--- src/tws_pkg.sv ---
// Purpose: constants for the three-wire serial shift unit
// Assumes: 125 MHz system clock, shift clock pin sampled in that domain
// Notes:   clock select codes follow the mode table (11 = internal clock)
// Summary of operation
// - master shift clock rate is fixed at FSC_HZ_2: master needs select code 11, which the divider maps to HALF_2
// - master drives clock pulses only until the counter reaches eight
// - in wait with master mode the clock pin is held high
// - init: master selected, clock pin high; wait cancel starts clocking
// - wait cancel during a transfer changes only the latched clock select, counter kept
// - rate and run flag written together act like cancel from initialization
// - counter counts pin edges, internal and external clocks alike
// - counter idle and unchanged while in wait
// - counter starts at zero, increments on each falling pin edge
// - rising edge at count eight clears counter and enters wait once the receive fifo has room
// - counter value is not visible to software
// - counter cleared on power-on, clock stop, run flag zero, ce reset
// - eight-bit shift register loaded by put, read by get
// - falling edge presents msb on serial out, msb first
// - rising edge captures serial in into the lsb
// - no shifting while in wait
// - no serial output when out pin is input or enable is zero
// - load in wait: msb appears on first falling edge after cancel
// - read during transfer works with pin low, corrupts with pin high
// - load during transfer with pin high drives new msb at once
// - load during transfer with pin low fails and corrupts register
// - run flag one starts transfer; hardware clears it at the end
// - run flag zero during transfer forces wait immediately
package tws_pkg;
  localparam int          CNT_W      = 4;
  localparam logic [3:0]  CNT_RST    = 4'h0;
  localparam logic [3:0]  CNT_LAST   = 4'h8;
  localparam logic [7:0]  SR_RST     = 8'h00;
  localparam logic [7:0]  SR_CORRUPT = 8'hff;
  localparam logic [1:0]  SEL_MASTER = 2'h3;
  localparam int          CLK_HZ     = 125000000;
  // shift clock rates in hz for select codes 0, 1 and 2; only code 3 masters, at the code 2 rate
  localparam int          FSC_HZ_0   = 31250;
  localparam int          FSC_HZ_1   = 62500;
  localparam int          FSC_HZ_2   = 250000;
  localparam int          HALF_0     = CLK_HZ / (2 * FSC_HZ_0);
  localparam int          HALF_1     = CLK_HZ / (2 * FSC_HZ_1);
  localparam int          HALF_2     = CLK_HZ / (2 * FSC_HZ_2);
  localparam int          DIV_W      = 12;
  localparam int          FIFO_DEPTH = 16;
  typedef enum logic {TWS_WAIT, TWS_RUN} tws_state_t;
endpackage

--- src/tws_fifo.sv ---
// Purpose: small valid/ready fifo for received bytes
// Assumes: single clock, power of two depth
// Notes:   full and empty are exact
`timescale 1ns/100ps
module tws_fifo #(
  parameter int WIDTH = 8,
  parameter int DEPTH = 16
) (
  input  wire logic             i_clock,
  input  wire logic             i_nrst,
  input  wire logic             i_in_valid,
  output logic                  o_in_ready,
  input  wire logic [WIDTH-1:0] i_in_data,
  output logic                  o_out_valid,
  input  wire logic             i_out_ready,
  output logic [WIDTH-1:0]      o_out_data
);
  localparam int AW = $clog2(DEPTH);
  logic [WIDTH-1:0] mem [DEPTH];
  logic [AW:0]      wp_r;
  logic [AW:0]      rp_r;
  wire              full  = (wp_r[AW] != rp_r[AW]) &&
                            (wp_r[AW-1:0] == rp_r[AW-1:0]);
  wire              empty = (wp_r == rp_r);
  wire              push  = i_in_valid && !full;
  wire              pop   = i_out_ready && !empty;
  assign o_in_ready  = !full;
  assign o_out_valid = !empty;
  assign o_out_data  = mem[rp_r[AW-1:0]];
  always_ff @(posedge i_clock) begin
    if (push) begin
      mem[wp_r[AW-1:0]] <= i_in_data;
    end
  end
  always_ff @(posedge i_clock or negedge i_nrst) begin
    if (!i_nrst) begin
      wp_r <= '0;
      rp_r <= '0;
    end else begin
      if (push) begin
        wp_r <= wp_r + 1'b1;
      end
      if (pop) begin
        rp_r <= rp_r + 1'b1;
      end
    end
  end
endmodule

--- src/tws_shift_unit.sv ---
// Purpose: shift clock generator, clock counter and presettable shift register
// Assumes: pin inputs asynchronous, two-stage synchronised before use
// Notes:   received bytes are pushed into a fifo after each transfer
`timescale 1ns/100ps
module tws_shift_unit #(
  parameter int FIFO_DEPTH = tws_pkg::FIFO_DEPTH
) (
  input  wire logic       i_clock,
  input  wire logic       i_nrst,
  input  wire logic       i_clk_select_hi,
  input  wire logic       i_clk_select_lo,
  input  wire logic       i_mode_write,
  input  wire logic       i_run_wdata,
  input  wire logic       i_clock_stop,
  input  wire logic       i_ce_reset,
  input  wire logic       i_serial_out_enable,
  input  wire logic       i_so_pin_is_output,
  input  wire logic       i_put,
  input  wire logic [7:0] i_cpu_data_buffer,
  input  wire logic       i_get,
  input  wire logic       i_shift_clock_pin_in,
  input  wire logic       i_serial_in_pin,
  input  wire logic       i_rx_ready,
  output logic            o_transfer_run_flag,
  output logic [7:0]      o_get_data,
  output logic            o_shift_clock_pin_out,
  output logic            o_shift_clock_pin_oe,
  output logic            o_serial_out_pin,
  output logic            o_serial_out_oe,
  output logic            o_rx_valid,
  output logic [7:0]      o_rx_data
);
  ////////////////////////////////////////////////////////////////////////
  // synchronisers and pin edges
  logic [1:0]  sck_sync_r;
  logic        sck_prev_r;
  logic [1:0]  si_sync_r;
  always_ff @(posedge i_clock or negedge i_nrst) begin
    if (!i_nrst) begin
      sck_sync_r <= 2'h3;
      sck_prev_r <= 1'b1;
      si_sync_r  <= 2'h0;
    end else begin
      sck_sync_r <= {sck_sync_r[0], i_shift_clock_pin_in};
      sck_prev_r <= sck_sync_r[1];
      si_sync_r  <= {si_sync_r[0], i_serial_in_pin};
    end
  end
  wire sck_lvl  = sck_sync_r[1];
  wire sck_fall = sck_prev_r && !sck_lvl;
  wire sck_rise = !sck_prev_r && sck_lvl;
  wire si_lvl   = si_sync_r[1];

  ////////////////////////////////////////////////////////////////////////
  // control decode
  tws_pkg::tws_state_t state_r;
  tws_pkg::tws_state_t state_nxt;
  logic [tws_pkg::CNT_W-1:0] cnt_r;
  logic [tws_pkg::CNT_W-1:0] cnt_nxt;
  logic [7:0]  sr_r;
  logic [7:0]  sr_nxt;
  logic        so_r;
  logic        so_nxt;
  logic [1:0]  sel_r;
  logic [tws_pkg::DIV_W-1:0] div_r;
  logic        gen_r;
  logic        fifo_ready;

  wire [1:0] sel_w     = {i_clk_select_hi, i_clk_select_lo};
  wire       master    = (sel_r == tws_pkg::SEL_MASTER);
  wire       running   = (state_r == tws_pkg::TWS_RUN);
  wire       start     = i_mode_write && i_run_wdata && !running;
  wire       force_w   = i_mode_write && !i_run_wdata;
  wire       clr       = force_w || i_clock_stop || i_ce_reset;
  wire       at_last   = (cnt_r == tws_pkg::CNT_LAST);
  // last rising edge waits while the receive fifo is full; level, not
  // the one-cycle edge pulse, so a held-off end is not lost
  wire       finish    = running && sck_lvl && at_last && fifo_ready;
  wire       pin_high  = sck_lvl;
  wire       sr_load_ok   = i_put && (!running || pin_high);
  wire       sr_load_bad  = i_put && running && !pin_high;
  wire       sr_read_bad  = i_get && running && pin_high;

  // internal clock half period select
  wire [tws_pkg::DIV_W-1:0] half_w =
    (sel_r == 2'h0) ? tws_pkg::DIV_W'(tws_pkg::HALF_0) :
    (sel_r == 2'h1) ? tws_pkg::DIV_W'(tws_pkg::HALF_1) :
                      tws_pkg::DIV_W'(tws_pkg::HALF_2);
  wire div_tick = (div_r == half_w - 1'b1);
  // stop toggling once eight falls seen; pin returns high then stops
  wire gen_stop = at_last && gen_r;

  ////////////////////////////////////////////////////////////////////////
  // next state
  always_comb begin
    state_nxt = state_r;
    cnt_nxt   = cnt_r;
    sr_nxt    = sr_r;
    so_nxt    = so_r;
    case (state_r)
      tws_pkg::TWS_WAIT: begin
        // counter frozen in wait; register changes only by put
        if (start) begin
          state_nxt = tws_pkg::TWS_RUN;
          cnt_nxt   = tws_pkg::CNT_RST;
        end
      end
      tws_pkg::TWS_RUN: begin
        // repeated cancel while running keeps counter, and waveform if the clock select written is unchanged
        if (sck_fall && !at_last) begin
          cnt_nxt = cnt_r + 1'b1;
          so_nxt  = sr_r[7];
        end else if (sck_rise && !at_last) begin
          sr_nxt = {sr_r[6:0], si_lvl};
        end else if (finish) begin
          sr_nxt    = {sr_r[6:0], si_lvl};
          cnt_nxt   = tws_pkg::CNT_RST;
          state_nxt = tws_pkg::TWS_WAIT;
        end
      end
      default: begin
        state_nxt = tws_pkg::TWS_WAIT;
      end
    endcase
    if (sr_load_ok) begin
      sr_nxt = i_cpu_data_buffer;
      if (running) begin
        so_nxt = i_cpu_data_buffer[7];
      end
    end else if (sr_load_bad || sr_read_bad) begin
      sr_nxt = tws_pkg::SR_CORRUPT;
    end
    if (clr) begin
      cnt_nxt   = tws_pkg::CNT_RST;
      state_nxt = tws_pkg::TWS_WAIT;
    end
  end

  ////////////////////////////////////////////////////////////////////////
  // registers
  always_ff @(posedge i_clock or negedge i_nrst) begin
    if (!i_nrst) begin
      state_r <= tws_pkg::TWS_WAIT;
      cnt_r   <= tws_pkg::CNT_RST;
      sr_r    <= tws_pkg::SR_RST;
      so_r    <= 1'b0;
    end else begin
      state_r <= state_nxt;
      cnt_r   <= cnt_nxt;
      sr_r    <= sr_nxt;
      so_r    <= so_nxt;
    end
  end

  // clock select latched on mode writes
  always_ff @(posedge i_clock or negedge i_nrst) begin
    if (!i_nrst) begin
      sel_r <= tws_pkg::SEL_MASTER;
    end else if (i_mode_write) begin
      sel_r <= sel_w;
    end
  end

  // internal clock generator, restarts high on each new transfer
  always_ff @(posedge i_clock or negedge i_nrst) begin
    if (!i_nrst) begin
      div_r <= '0;
      gen_r <= 1'b1;
    end else if (!running || start || !master) begin
      div_r <= '0;
      gen_r <= 1'b1;
    end else if (div_tick) begin
      div_r <= '0;
      if (!gen_stop) begin
        gen_r <= !gen_r;
      end
    end else begin
      div_r <= div_r + 1'b1;
    end
  end

  ////////////////////////////////////////////////////////////////////////
  // outputs
  always_ff @(posedge i_clock or negedge i_nrst) begin
    if (!i_nrst) begin
      o_transfer_run_flag   <= 1'b0;
      o_get_data            <= 8'h00;
      o_shift_clock_pin_out <= 1'b1;
      o_shift_clock_pin_oe  <= 1'b1;
      o_serial_out_pin      <= 1'b0;
      o_serial_out_oe       <= 1'b0;
    end else begin
      o_transfer_run_flag   <= (state_nxt == tws_pkg::TWS_RUN);
      if (i_get && !sr_read_bad) begin
        o_get_data <= sr_r;
      end
      o_shift_clock_pin_out <= gen_r || (state_nxt != tws_pkg::TWS_RUN);
      o_shift_clock_pin_oe  <= (sel_r == tws_pkg::SEL_MASTER);
      o_serial_out_pin      <= so_nxt;
      o_serial_out_oe       <= i_serial_out_enable && i_so_pin_is_output;
    end
  end

  ////////////////////////////////////////////////////////////////////////
  // received bytes to the fifo; counter itself is never exported
  logic push_r;
  always_ff @(posedge i_clock or negedge i_nrst) begin
    if (!i_nrst) begin
      push_r <= 1'b0;
    end else begin
      push_r <= finish;
    end
  end

  logic       fifo_valid;
  logic [7:0] fifo_data;
  tws_fifo #(
    .WIDTH (8),
    .DEPTH (FIFO_DEPTH)
  ) u_fifo (
    .i_clock     (i_clock),
    .i_nrst      (i_nrst),
    .i_in_valid  (push_r),
    .o_in_ready  (fifo_ready),
    .i_in_data   (sr_r),
    .o_out_valid (fifo_valid),
    .i_out_ready (i_rx_ready && o_rx_valid == 1'b0),
    .o_out_data  (fifo_data)
  );

  // output stage register for the fifo head
  always_ff @(posedge i_clock or negedge i_nrst) begin
    if (!i_nrst) begin
      o_rx_valid <= 1'b0;
      o_rx_data  <= 8'h00;
    end else if (!o_rx_valid && i_rx_ready && fifo_valid) begin
      o_rx_valid <= 1'b1;
      o_rx_data  <= fifo_data;
    end else if (o_rx_valid) begin
      o_rx_valid <= 1'b0;
    end
  end
endmodule

--- config.mk ---
export PLATFORM = sky130hd
export DESIGN_NAME = tws_shift_unit
export DESIGN_NICKNAME = d
export VERILOG_FILES = /design/src/tws_pkg.sv /design/src/tws_fifo.sv /design/src/tws_shift_unit.sv
export SDC_FILE = /design/constraint.sdc
export NUM_CORES = 1
export LEC_CHECK = 0
export CAP_MARGIN = 20
export CORE_ASPECT_RATIO = 1.2
export CORE_MARGIN = 5
export CORE_UTILIZATION = 55
export CTS_CLUSTER_DIAMETER = 150
export DETAILED_ROUTE_END_ITERATION = 6
export DONT_BUFFER_PORTS = 1
export PLACE_DENSITY = 0.75
export SLEW_MARGIN = 20
export SYNTH_ARGS = -nofsm -noshare
export SYNTH_HDL_FRONTEND = slang
export SYNTH_SLANG_ARGS = --single-unit
--- constraint.sdc ---
create_clock -name i_clock -period 6.5 [get_ports i_clock]
set_clock_uncertainty 0.1 [all_clocks]
set_input_delay 0.325 -clock i_clock [delete_from_list [all_inputs] [get_ports i_clock]]
set_output_delay 0.325 -clock i_clock [all_outputs]
set_load 0.05 [all_outputs]
==> impl_metrics.ini <==
[final_layout]
n_antenna_cell = 0
utilization_pct = 61.5
final_layout_size_suffix_gt1_share_pct = 18.4
area_delta_synth_final_pct = 10.2
nFillCells = 1059
num-nets-final = 555

[job]
drv_cap = 0

[timing]
rsz0062_at_grt = no
worst-slew-pin-transition_ps = 1090
finalCritPeriodShare_pct = 55.1
maxSlewHeadroom_pct = 26.9
setup_violations = 0
fin_setup_tns_ps = 0
fmax_ghz = 0.279
drv_slew = 0
hold_violations = 0
min_period_ps = 3580

[setup_path]
path_delay_family = simple AND/OR/NAND/NOR gates
slowest_delay_ps = 890
crit_path_start_kind = flip-flop
cp_max_fo = 52
rr_worst_depth = 5
crit_buf_inv = 0
r2r_slack_ps = 2920
reg2reg_from = u_fifo.rp_r[2]
crit_arrival_ps = 3530
required_ps = 6440
timing.rr.end = u_fifo.mem[0][7]
end_kind = flip-flop
slowest_stage = nor3_1
critPathKind = flip-flop to flip-flop
crit_chain = xor2_1, nor4_4, a21boi_1, nand2_1, nor3_1

[die]
die_area_um2 = 17000
die_h_um = 142
initial_core_util_pct = 55.8
io_pins = 45
core_area_um2 = 14300
die_w_um = 120
rows = 48

[power]
p_leak_nw = 3.03
power.density_nw_per_um2 = 381
peakVddDrop_v = 0.000237

[placed_design]
gp_congestion = 0.832
dpl.hpwl_um = 10700
placement.io_buffers = 0

[clocking]
post_cts_resized = 0
clock_sinks = 193
clkLatencyLatePin_ps = 430
ctsHoldBuffers = 12
clock_path_buffers = 2
cts_setup_buffers = 0
cts_tree = yes
clk_root_buffer_cell = clkbuf_16
cts_max_level = 4
clkTransAtPathRegs_ps = 70
cts_made_buffers = 17

[global_route]
gr-usage-all-layers_pct = 20.3
grt_pass1_wl_um = 25500
grt_pass1_vias = 4513
grt.overflow.total = 0
antenna_found_initial = 0
grt_max_degree = 66

[synthesis]
async_flop_share_pct = 33.7
ys_seq_elements = 193
netlist_top_cells_area = edfxtp_1 48%, dfrtp_1 18%, mux4_2 6.8%, mux2_2 3.7%, dfstp_2 2.6%
synth_most_common_cell = edfxtp_1
synth_cell_types = 47
synth.largest_area_cell = edfxtp_1
yosysSeqAreaShare_pct = 68.7
syn_area_um2 = 7980
synth_commonest_cells = 128 x edfxtp_1, 57 x dfrtp_1, 47 x nor2_1, 31 x a21oi_1, 26 x mux2_2
syn_inst = 515
synth_ff_type = edfxtp_1
synth_top_area_share_pct = 48.2
avgSynthCellArea_um2 = 15.5
synth_warnings = 0
synth_edf_count = 128
syn_nets = 546

[hold_path]
worstHoldPathType = input port to flip-flop
min_to = sr_r[3]
hp-start = i_put
hold_depth = 2

[route]
wl_per_cell_um = 23.0
dr.first_iter.drc_count = 344
first_pass_iters = 5
drc = 0
vias_per_cell = 6.11
wirelength_um = 16400
vias = 4349
ant_nets = 0

[status]
status = complete, no violations
==> power breakdown <==
| group | switching (mW) | leakage (nW) | total (mW) | internal (mW) |
|---|---|---|---|---|
| Sequential | 0.389 | 1.93 | 1.83 | 1.44 |
| Clock | 0.444 | 0.251 | 0.941 | 0.498 |
| Combinational | 0.263 | 0.841 | 0.578 | 0.315 |
==> layout by cell type (no fill, tap or decap), types with 14 or more instances in the layout <==
master | netlist | routed
nand2_1 | 14 | 14
clkbuf_16 | 0 | 17
mux4_2 | 24 | 24
nor2b_1 | 17 | 17
edfxtp_1 | 128 | 128
nor2_1 | 47 | 47
dfrtp_1 | 57 | 56
a21oi_1 | 31 | 31
xor2_1 | 15 | 15
mux2_2 | 26 | 26
==> per-layer routing <==
layer	track usage [%]	wire, um
met5	0	0
met4	7.24	337
met3	4.69	970
met2	35.3	8680
met1	25.2	6400
==> cell families after synthesis <==
kind of cell / synth area share, %
flops: 68.7
buf+inv: 1.82
fa+ha+maj: 1.25
simple gates: 8.64
compound gates: 5.52
xor+xnor: 2.52
mux: 11.6
==> cell type report <==
type | count | area [um2] | area share, %
clock buffers | 19 | 443 | 5.04
clock inverters | 13 | 87.6 | 0.996
inverters | 11 | 41.3 | 0.470
multi-input cells | 287 | 2360 | 26.9
flip-flops and latches | 193 | 5480 | 62.4
well taps | 175 | 219 | 2.49
repair buffers | 14 | 153 | 1.74
==> stage by stage <==
stage	setup WS (ps)	cell area (um2)	total power [mW]	hold slack (ps)	instances
2_1_floorplan	3970	7980	2.23	-70.6	515
3_3_place_gp	3030	8110	2.39	-68.8	668
3_5_place_dp	2690	8110	2.42	-68.6	668
4_1_cts	2660	8780	3.37	54.7	712
5_1_grt	2750	8790	3.50	70.6	712
6_report	2920	8790	3.35	72.7	712
==> registers in the layout (all words and copies together), names as in the netlist, 2 cells and up <==
register	flops
cnt_r	4
div_r	12
o_get_data	8
o_rx_data	8
sck_sync_r	2
sel_r	2
si_sync_r	2
sr_r	8
u_fifo.mem	128
u_fifo.rp_r	5
u_fifo.wp_r	5
==> worst max path at each step <==
| stage | startpoint | endpoint | slack [ps] | cells after the start |
|---|---|---|---|---|
| 2_1_floorplan | u_fifo.rp_r[3] | u_fifo.mem[3][0] | 3970 | 6 |
| 3_3_place_gp | u_fifo.rp_r[2] | u_fifo.mem[0][3] | 3030 | 5 |
| 3_5_place_dp | u_fifo.rp_r[2] | u_fifo.mem[0][5] | 2690 | 5 |
| 4_1_cts | u_fifo.rp_r[2] | u_fifo.mem[0][7] | 2660 | 5 |
| 5_1_grt | u_fifo.rp_r[2] | u_fifo.mem[0][7] | 2750 | 5 |
| 6_report | u_fifo.rp_r[2] | u_fifo.mem[0][7] | 2920 | 5 |
Power figures use the tool's default switching activity.
